$ cat src/rtl/snap_pkg.sv
// Constants for the result snapshot and pin edge refresh block
package snap_pkg;
    // ----------------------------------------------------------------
    // Command codes
    // ----------------------------------------------------------------
    localparam logic [7:0] CMD_SNAP_FULL      = 8'h00; // Full snapshot, clears accumulators
    localparam logic [7:0] CMD_SNAP_FULL_GC   = 8'h1E; // General-call full snapshot
    localparam logic [7:0] CMD_SNAP_KEEP      = 8'h1F; // Keep-accumulator snapshot
    // ----------------------------------------------------------------
    // Pin-edge control register fields
    // ----------------------------------------------------------------
    localparam int         BIT_LEVEL          = 7;     // Live override level
    localparam int         BIT_RISE_SEEN      = 6;     // Sticky rise seen
    localparam int         BIT_FALL_SEEN      = 5;     // Sticky fall seen
    localparam int         BIT_RISE_CLR       = 4;     // Clearing snapshot on rise
    localparam int         BIT_RISE_KEEP      = 3;     // Keep snapshot on rise
    localparam int         BIT_FALL_CLR       = 2;     // Clearing snapshot on fall
    localparam int         BIT_FALL_KEEP      = 1;     // Keep snapshot on fall
    localparam logic [7:0] EDGE_CTRL_RESET    = 8'h00; // Value after reset
    localparam logic [7:0] EDGE_WR_MASK       = 8'h1E; // Host-writable bits
    // ----------------------------------------------------------------
    // Timing
    // ----------------------------------------------------------------
    localparam int         CLK_HZ             = 50000000; // System clock rate
    localparam int         RESULT_WAIT_US     = 1000;     // Results valid after snapshot
    localparam int         RESULT_WAIT_CYC    = (CLK_HZ / 1000000) * RESULT_WAIT_US;
    // ----------------------------------------------------------------
    // Snapshot kinds
    // ----------------------------------------------------------------
    typedef enum logic [1:0] {SNAP_NONE, SNAP_KEEP, SNAP_CLEAR} snap_kind_t;
endpackage

$ cat src/rtl/result_snapshot.sv
// Result snapshot and rate-override pin edge refresh control
//
// Notes on behaviour
// - Keep snapshot is a bare command byte.
// - Keep snapshot leaves accumulators and count alone.
// - Keep snapshot copies accumulators, count, measurements.
// - Results valid within one millisecond.
// - Results hold until the next snapshot.
// - Level bit mirrors the override pin.
// - Rise-seen bit sets on rising edge, sticks.
// - Fall-seen bit sets on falling edge, sticks.
// - Only full snapshots clear edge-seen bits.
// - Rise-clear enable fires clearing snapshot.
// - Fall-clear enable fires clearing snapshot.
// - Keep enables fire keep snapshot per edge.
// - Enable bits change only by host write.
// - Pin snapshots update every result register.
// - Clearing pin snapshot keeps active settings.
// - Pin clearing zeroes accumulators; keep does not.
// - Pin snapshots never activate pending settings.
// - Clearing wins when both enabled together.
// - Edge register writes act immediately, reads live.
// - Lowest edge register bit reads zero.
// - Override pin is captured independently of bus.
// - Full snapshot refreshes and zeroes accumulators.
// - Settings stay pending until host snapshot.
`timescale 1ns/1ps
module result_snapshot
    import snap_pkg::*;
#(
    parameter int MEAS_W   = 16,              // Measurement width
    parameter int ACC_W    = 32,              // Readable accumulator width
    parameter int CNT_W    = 24,              // Accumulator count width
    parameter int CFG_W    = 16,              // Settings register width
    parameter int WAIT_CYC = RESULT_WAIT_CYC  // Cycles until results are guaranteed
)
(
    input  wire logic              CLK_SYS,
    input  wire logic              RESET,
    input  wire logic              CMD_STROBE,
    input  wire logic [7:0]        CMD_CODE,
    input  wire logic              EDGE_WR,
    input  wire logic [7:0]        EDGE_WDATA,
    output logic      [7:0]        EDGE_RDATA,
    input  wire logic              OVERRIDE_PIN,
    input  wire logic [MEAS_W-1:0] LIVE_VBUS,
    input  wire logic [MEAS_W-1:0] LIVE_VSENSE,
    input  wire logic [ACC_W-1:0]  LIVE_ACC,
    input  wire logic [CNT_W-1:0]  LIVE_ACC_CNT,
    input  wire logic [CFG_W-1:0]  PEND_CTRL,
    input  wire logic [CFG_W-1:0]  PEND_POL,
    input  wire logic [CFG_W-1:0]  PEND_ACFG,
    output logic      [MEAS_W-1:0] RES_VBUS,
    output logic      [MEAS_W-1:0] RES_VSENSE,
    output logic      [ACC_W-1:0]  RES_ACC,
    output logic      [CNT_W-1:0]  RES_ACC_CNT,
    output logic      [CFG_W-1:0]  ACTIVE_CTRL,
    output logic      [CFG_W-1:0]  ACTIVE_POL,
    output logic      [CFG_W-1:0]  ACTIVE_ACFG,
    output logic                   ACC_CLEAR,
    output logic                   RESULTS_VALID
);

    // ----------------------------------------------------------------
    // Command decoding
    // ----------------------------------------------------------------

    // Classify a command byte into a snapshot kind
    function automatic snap_kind_t decode_cmd(input logic strobe, input logic [7:0] code);
        snap_kind_t k;
        k = SNAP_NONE;
        if (strobe && (code == CMD_SNAP_FULL || code == CMD_SNAP_FULL_GC))
        begin
            k = SNAP_CLEAR;
        end
        else if (strobe && code == CMD_SNAP_KEEP)
        begin
            k = SNAP_KEEP;
        end
        return k;
    endfunction

    snap_kind_t host_kind;   // Snapshot asked by the host this cycle
    snap_kind_t pin_kind;    // Snapshot asked by a pin edge this cycle
    snap_kind_t snap_kind;   // Snapshot actually performed

    // ----------------------------------------------------------------
    // Override pin synchroniser and edge detection
    // ----------------------------------------------------------------
    logic sync1_q, sync1_d;  // First stage, read only by second
    logic sync2_q, sync2_d;  // Second stage, safe level
    logic prev_q,  prev_d;   // Previous safe level
    logic rise, fall;        // One-cycle edge events

    // Next values of the synchroniser chain
    always_comb
    begin
        sync1_d = OVERRIDE_PIN;
        sync2_d = sync1_q;
        prev_d  = sync2_q;
    end

    // Synchroniser registers
    always_ff @(posedge CLK_SYS)
    begin
        if (RESET)
        begin
            sync1_q <= 1'b0;
            sync2_q <= 1'b0;
            prev_q  <= 1'b0;
        end
        else
        begin
            sync1_q <= sync1_d;
            sync2_q <= sync2_d;
            prev_q  <= prev_d;
        end
    end

    assign rise = sync2_q & ~prev_q;
    assign fall = ~sync2_q & prev_q;

    // ----------------------------------------------------------------
    // Pin-edge control register
    // ----------------------------------------------------------------
    logic [7:0] edge_q, edge_d;  // Stored sticky and enable bits

    // Pin snapshot selection, clearing wins over keep
    always_comb
    begin
        pin_kind = SNAP_NONE;
        if ((rise && edge_q[BIT_RISE_CLR]) || (fall && edge_q[BIT_FALL_CLR]))
        begin
            pin_kind = SNAP_CLEAR;
        end
        else if ((rise && edge_q[BIT_RISE_KEEP]) || (fall && edge_q[BIT_FALL_KEEP]))
        begin
            pin_kind = SNAP_KEEP;
        end
    end

    assign host_kind = decode_cmd(CMD_STROBE, CMD_CODE);

    // Next register contents: host write, clear, then edge set
    always_comb
    begin
        edge_d = edge_q;
        if (EDGE_WR)
        begin
            edge_d = (edge_q & ~EDGE_WR_MASK) | (EDGE_WDATA & EDGE_WR_MASK);
        end
        if (host_kind == SNAP_CLEAR)
        begin
            edge_d[BIT_RISE_SEEN] = 1'b0;
            edge_d[BIT_FALL_SEEN] = 1'b0;
        end
        if (rise)
        begin
            edge_d[BIT_RISE_SEEN] = 1'b1;
        end
        if (fall)
        begin
            edge_d[BIT_FALL_SEEN] = 1'b1;
        end
        edge_d[BIT_LEVEL] = 1'b0;  // Level comes from the pin, not stored
        edge_d[0]         = 1'b0;
    end

    // Edge register and its read image
    always_ff @(posedge CLK_SYS)
    begin
        if (RESET)
        begin
            edge_q     <= EDGE_CTRL_RESET;
            EDGE_RDATA <= EDGE_CTRL_RESET;
        end
        else
        begin
            edge_q     <= edge_d;
            EDGE_RDATA <= {sync2_q, edge_d[6:1], 1'b0};
        end
    end

    // ----------------------------------------------------------------
    // Snapshot execution
    // ----------------------------------------------------------------
    logic [MEAS_W-1:0] vbus_q, vbus_d;      // Held bus voltage
    logic [MEAS_W-1:0] vsen_q, vsen_d;      // Held sense voltage
    logic [ACC_W-1:0]  acc_q, acc_d;        // Held accumulator
    logic [CNT_W-1:0]  cnt_q, cnt_d;        // Held accumulator count
    logic [CFG_W-1:0]  actl_q, actl_d;      // Active control copy
    logic [CFG_W-1:0]  apol_q, apol_d;      // Active polarity copy
    logic [CFG_W-1:0]  acfg_q, acfg_d;      // Active accumulator config copy
    logic              clr_q, clr_d;        // Accumulator clear pulse
    logic [31:0]       wait_q, wait_d;      // Cycles left until results guaranteed
    logic              valid_q, valid_d;    // Results guaranteed flag

    // Next values of results, active settings and clear pulse
    always_comb
    begin
        snap_kind = (host_kind == SNAP_CLEAR || pin_kind == SNAP_CLEAR) ? SNAP_CLEAR :
                    (host_kind == SNAP_KEEP  || pin_kind == SNAP_KEEP)  ? SNAP_KEEP  :
                    SNAP_NONE;
        vbus_d  = vbus_q;
        vsen_d  = vsen_q;
        acc_d   = acc_q;
        cnt_d   = cnt_q;
        actl_d  = actl_q;
        apol_d  = apol_q;
        acfg_d  = acfg_q;
        clr_d   = 1'b0;
        wait_d  = (wait_q != 32'h0) ? wait_q - 32'h1 : wait_q;
        valid_d = valid_q | (wait_q == 32'h1);
        if (snap_kind != SNAP_NONE)
        begin
            vbus_d  = LIVE_VBUS;
            vsen_d  = LIVE_VSENSE;
            acc_d   = LIVE_ACC;
            cnt_d   = LIVE_ACC_CNT;
            clr_d   = (snap_kind == SNAP_CLEAR);
            wait_d  = WAIT_CYC[31:0];
            valid_d = 1'b0;
        end
        if (host_kind != SNAP_NONE)
        begin
            actl_d = PEND_CTRL;
            apol_d = PEND_POL;
            acfg_d = PEND_ACFG;
        end
    end

    // Result, settings and timer registers
    always_ff @(posedge CLK_SYS)
    begin
        if (RESET)
        begin
            vbus_q  <= '0;
            vsen_q  <= '0;
            acc_q   <= '0;
            cnt_q   <= '0;
            actl_q  <= '0;
            apol_q  <= '0;
            acfg_q  <= '0;
            clr_q   <= 1'b0;
            wait_q  <= 32'h0;
            valid_q <= 1'b1;
        end
        else
        begin
            vbus_q  <= vbus_d;
            vsen_q  <= vsen_d;
            acc_q   <= acc_d;
            cnt_q   <= cnt_d;
            actl_q  <= actl_d;
            apol_q  <= apol_d;
            acfg_q  <= acfg_d;
            clr_q   <= clr_d;
            wait_q  <= wait_d;
            valid_q <= valid_d;
        end
    end

    // Outputs straight from flip-flops
    assign RES_VBUS      = vbus_q;
    assign RES_VSENSE    = vsen_q;
    assign RES_ACC       = acc_q;
    assign RES_ACC_CNT   = cnt_q;
    assign ACTIVE_CTRL   = actl_q;
    assign ACTIVE_POL    = apol_q;
    assign ACTIVE_ACFG   = acfg_q;
    assign ACC_CLEAR     = clr_q;
    assign RESULTS_VALID = valid_q;
endmodule

$ cat config.mk
export PLATFORM = sky130hd
export DESIGN_NAME = result_snapshot
export DESIGN_NICKNAME = d
export VERILOG_FILES = /design/src/rtl/snap_pkg.sv /design/src/rtl/result_snapshot.sv
export SDC_FILE = /design/constraint.sdc
export NUM_CORES = 1
export LEC_CHECK = 0
export ABC_CLOCK_PERIOD_IN_PS = 5500
export BUFFER_PORTS_ARGS = -buffer_cell sky130_fd_sc_hd__clkbuf_2
export CORE_MARGIN = 1
export CORE_UTILIZATION = 45
export DETAILED_ROUTE_END_ITERATION = 16
export GPL_ROUTABILITY_DRIVEN = 0
export PLACE_DENSITY = 0.86
export SYNTH_ARGS = -nofsm -noshare
export SYNTH_HDL_FRONTEND = slang
export SYNTH_SLANG_ARGS = --single-unit
$ cat constraint.sdc
create_clock -name CLK_SYS -period 5.5 [get_ports CLK_SYS]
set_input_delay 1.1 -clock CLK_SYS [delete_from_list [all_inputs] [get_ports CLK_SYS]]
set_output_delay 1.1 -clock CLK_SYS [all_outputs]
set_load 0.01 [all_outputs]
=== Word-level counts from Yosys, hierarchy flattened ===
Index checks and enable logic that the tools add are counted.

* Flip-flop bits (word level): 187
* Input bits: 157

* Add/sub/neg operators: 1
* Eq/ne operators: 8
* Multiplexer cells: 13
* Bitwise operators: 7
* Reduce and logical (&&, ||, !) cells: 18

{| class="wikitable"
|+ Operator list
! kind !! number
|-
| equality test 32 x 1 -> 1 bit, second input constant || 1
|-
| 2-to-1 mux 16 bit || 2
|-
| nonzero test 32 bit || 1
|-
| subtractor 32 x 1 -> 32 bit, second input constant || 1
|-
| equality test 8 x 5 -> 1 bit, second input constant || 2
|-
| zero test 8 bit || 1
|-
| 2-to-1 mux 2 bit || 4
|-
| 2-to-1 mux 7 bit || 1
|-
| bitwise OR 7 x 5 -> 7 bit || 1
|-
| equality test 2 bit, second input constant || 3
|-
| logical AND 1 bit || 6
|-
| 2-to-1 mux 1 bit || 6
|-
| nonzero test 2 bit || 3
|-
| logical OR 1 bit || 5
|-
| equality test 2 x 1 -> 1 bit, second input constant || 2
|-
| OR reduction 2 bit || 2
|-
| NOT 1 bit || 3
|-
| AND 1 bit || 2
|-
| bitwise OR 1 bit || 1
|}

=== Longest topological paths before layout ===
* Depth after elaboration: 13
* Gate-level depth with buffers: 8
* Mapped depth without buffers: 7

=== Least setup slack after synthesis ===
Ideal clock, no wire load.

* Path kind: input-to-reg
* Start point: input CMD_CODE[1]
* End point: register vbus_q[0] (netlist: RES_VBUS[0])
* Library setup time: 0.128 ns
* Arrival: 2.836 ns
* Path slack: 2.536 ns
* Cell stages on the path: 7
* Buffers on the path: 2
* Cells stage by stage: or4_1 o21ai_0 a21oi_1 clkbuf_1 buf_1 mux2i_1 nor2_1

* Longest elaborated chain between the ends: 9

{| class="wikitable"
|+ RTL lines
! element !! RTL line !! RTL
|-
| start, declared || result_snapshot.sv:41 || <nowiki>input wire logic [7:0] CMD_CODE,</nowiki>
|-
| equality test 8 x 5 -> 1 bit, or another cell as far along || result_snapshot.sv:76 || <nowiki>else if (strobe && code == CMD_SNAP_KEEP)</nowiki>
|-
| logical AND 1 bit or logical OR 1 bit (tied branches) || result_snapshot.sv:76, result_snapshot.sv:72 ||
|-
| 2-to-1 mux 1 bit or logical AND 1 bit (tied branches) || result_snapshot.sv:76, result_snapshot.sv:72 ||
|-
| 2-to-1 mux 2 bit * || result_snapshot.sv:72 || <nowiki>if (strobe && (code == CMD_SNAP_FULL || code == CMD_SNAP_FULL_GC))</nowiki>
|-
| equality test 2 x 1 -> 1 bit || result_snapshot.sv:202 || <nowiki>(host_kind == SNAP_KEEP || pin_kind == SNAP_KEEP) ? SNAP_KEEP :</nowiki>
|-
| logical OR 1 bit || result_snapshot.sv:202 ||
|-
| 2-to-1 mux 1 bit || result_snapshot.sv:202 ||
|-
| 2-to-1 mux 2 bit * || result_snapshot.sv:201 || <nowiki>snap_kind = (host_kind == SNAP_CLEAR || pin_kind == SNAP_CLEAR) ? SNAP_CLEAR :</nowiki>
|-
| nonzero test 2 bit * || result_snapshot.sv:214 || <nowiki>if (snap_kind != SNAP_NONE)</nowiki>
|-
| end signal, assigned || result_snapshot.sv:250 || <nowiki>vbus_q <= vbus_d;</nowiki>
|-
| end, declared || result_snapshot.sv:187 || <nowiki>logic [MEAS_W-1:0] vbus_q, vbus_d;</nowiki>
|}

Every way passes the cells marked *; elsewhere a longest branch is shown, timed or not.
A chain may end at the register's enable or synchronous reset.

=== Final worst setup path ===
* Start point: input CMD_CODE[2]
* End point: register wait_q[13]

* Longest elaborated chain between the ends: 10

{| class="wikitable"
|+ RTL lines
! element !! RTL line !! RTL
|-
| equality test 8 x 5 -> 1 bit, or another cell as far along || result_snapshot.sv:76 ||
|-
| logical AND 1 bit or logical OR 1 bit (tied branches) || result_snapshot.sv:76, result_snapshot.sv:72 ||
|-
| 2-to-1 mux 1 bit or logical AND 1 bit (tied branches) || result_snapshot.sv:76, result_snapshot.sv:72 ||
|-
| 2-to-1 mux 2 bit * || result_snapshot.sv:72 ||
|-
| equality test 2 x 1 -> 1 bit || result_snapshot.sv:202 ||
|-
| logical OR 1 bit || result_snapshot.sv:202 ||
|-
| 2-to-1 mux 1 bit || result_snapshot.sv:202 ||
|-
| 2-to-1 mux 2 bit * || result_snapshot.sv:201 ||
|-
| nonzero test 2 bit * || result_snapshot.sv:214 ||
|-
| OR reduction 2 bit (no line) * || - ||
|-
| end signal, assigned || result_snapshot.sv:258 || <nowiki>wait_q <= wait_d;</nowiki>
|-
| end, declared || result_snapshot.sv:195 || <nowiki>logic [31:0] wait_q, wait_d;</nowiki>
|}

Marks and branches as above.

==> reports/qor.csv <==
metric,value,unit
cell leakage power,4.53,nW
Post-Synth Simple-Gate Area,19.3,%
largest family of logic cells by synthesized area,simple AND/OR/NAND/NOR gates,
TritonCTS Sinks,179,
Power Density,424,nW/um2
mux cell area share after synthesis,13.6,%
vias in the first global route,5713,
post-route ant nets,0,
clock transition at the registers of the reported paths,70,ps
relative slew slack,33.2,%
die width,125,um
first-pass GRT wire length,27.6,mm
status,finished clean,
num rows,44,
maximum vdd drop,0.268,mV
async set or reset register ratio after synthesis,0,%
core box area,14600,um2
Startpoint Class,input pin,
Tmin final,3480,ps
setup TNS,0,ps
RSZ-0062 raised after global routing,no,
Fill cells,1259,
complex-gate fraction of the synthesized area,9.40,%
number of max-cap violations,0,
share of layout cells above drive strength 1,33.9,%
final WL,17.3,mm
Fmax,0.288,GHz
wire per inst,14.4,um
final hold vios,0,
crit end category,flip-flop,
Slew @ Worst Pin,1000,ps
largest net degree at the start of global routing,83,
ys flop type,dfxtp_1,
Final #Nets,1165,
initial antenna violation count,0,
most frequent cells in the layout,"clkbuf_2 (296), dfxtp_1 (179), nor2_1 (107)",
CP Data Arrival Time,3730,ps
Skew-Pair Late Insertion Delay,420,ps
Setup Skew,7.04,ps
period utilisation layout,63.2,%
# diodes,0,
CTS tree,yes,
PostCTS Resize Cnt,0,
Root Driver,clkbuf_16,
Port Buf Inserts,297,
CP Class,in2reg,
final core utilization,61.3,%
cells after synthesis,733,
leading area contributor after synthesis,dfxtp_1,
die area,15500,um2
area of the multi-input gates,2980,um2
synth top area cells,"dfxtp_1 (53%), mux2i_1 (14%), nor2_1 (5.9%), nand2_1 (5.8%), a21oi_1 (5.6%)",
clock buffer depth,2,
Final HPWL DP,12.2,mm
Final setup viols,0,
Post-Synth XOR/XNOR Area,1.17,%
syn nets,892,
DRC,0,
number of vias per cell,5.14,
Ports,303,
Initial DRT Pass Iterations,5,
DR iter-0 viols,348,
P&R area growth vs syn,32.2,%
Post-synth EDFFs,0,
"Distinct cells, synth",41,
cts bufs inserted,17,
Synth top area share,53.0,%
DR vias,6178,
Synth Register Bits,179,
Chip Height,125,um
Reg area,3580,um2
worst-path fanout max,63,
gr ovfl total,0,
Post-CTS Repair Setup Buffers,0,
mapped cell area,6760,um2
sequential fraction of the synthesis area,53.0,%
adder-cell area share of the yosys netlist,0.370,%
Mapped Avg Cell Area,9.22,um2
"most common cell after layout, fill and taps aside",clkbuf_2,
final slew viol count,0,
synth warn,0,
Crit path required time,5750,ps
Min-Delay Path Class,reg2reg,
Starting Density,46.3,%
CTS H-Tree Depth,4,
CTS Hold Bufs,0,
GRT Total Usage,22.0,%
## cells by family (layout without fill, tap and decap cells)
kind of cell,count (synthesis),after routing
adder cells (fa/ha/maj),2,2
XOR/XNOR,9,9
flip-flops,179,179
AND/OR/NAND/NOR,286,286
AO/OA/AOI/OAI,112,112
multiplexers,92,92
other,1,1
buffers and inverters,52,338
## state kept, by name, summed over array words and instances (netlist names), 6 cells and up
name / flops
RES_ACC: 32
wait_q: 32
RES_ACC_CNT: 24
ACTIVE_ACFG: 16
ACTIVE_CTRL: 16
ACTIVE_POL: 16
RES_VBUS: 16
RES_VSENSE: 16
EDGE_RDATA: 6
## critical path, cell delays in order
cell and delay, ps:
clkbuf_2 110, or4_1 520, o21ai_0 480, a21oi_4 110, buf_4 400, nand2b_1 850, a21oi_1 140
## per-layer routing
layer  GRT usage [%]  up-vias  wire [um]  part of all wire [%]
met5               0        -          0                     0
met4            8.65        0        364                   2.1
met3            6.92       31       1330                   7.7
met2            38.7      242       8650                    50
met1            24.5     2827       6970                    40
li1                -     3078          -                     -
## power breakdown
group / leakage [nW] / switching (mW) / internal, mW
clock network: 0.282 / 0.540 / 0.667
registers: 1.45 / 0.128 / 1.41
logic: 2.80 / 0.637 / 0.402
## path summary, 6_finish.rpt
| path | from | to | slack [ps] | cells after the start |
|---|---|---|---|---|
| worst max-delay path | CMD_CODE[2] | wait_q[13] | 2020 | 7 |
| worst min-delay path | sync1_q | prev_d | 440 | 1 |
| worst min register to register | sync1_q | prev_d | 440 | 1 |
| worst max register to register | prev_q | wait_q[13] | 2620 | 6 |
## area by class of cell
type                    count  share of cell area, %
inverters                   2                 0.0840
clock buffers              19                   5.07
repair buffers            304                   17.2
clock inverters            13                   1.60
multi-input cells         502                   33.3
well taps                 184                   2.58
flip-flops and latches    179                   40.1
## Yosys cell counts, types with 2 or more instances
master     count
nand4_1        3
o41ai_1        4
buf_2          4
nand3_1        2
buf_1          4
nand2b_1       6
ha_1           2
or4_1         18
o31ai_1       15
buf_4          2
a21oi_1       76
mux2i_1       92
clkbuf_1      40
a31oi_1        2
o21a_1         2
inv_1          2
nand3b_1       3
nand2_1      104
xor2_1         8
or2_2          2
nor2_1       107
o2111ai_1      2
nor3_1         8
o21ai_0        8
nor2b_1        4
nor4_1         9
dfxtp_1      179
or3_1         10
or3b_2         3
## through the flow
stage | power (mW) | setup slack, ps | hold slack (ps) | std cells | instance area [um2]
floorplan | 2.33 | 2540 | 414 | 733 | 6760
global placement | 2.54 | 1610 | 415 | 1171 | 8340
detailed placement | 2.58 | 1590 | 436 | 1171 | 8340
CTS | 3.79 | 2000 | 454 | 1203 | 8940
global route | 3.99 | 1860 | 468 | 1203 | 8940
finish | 3.79 | 2020 | 443 | 1203 | 8940
Power figures use the tool's default switching activity.
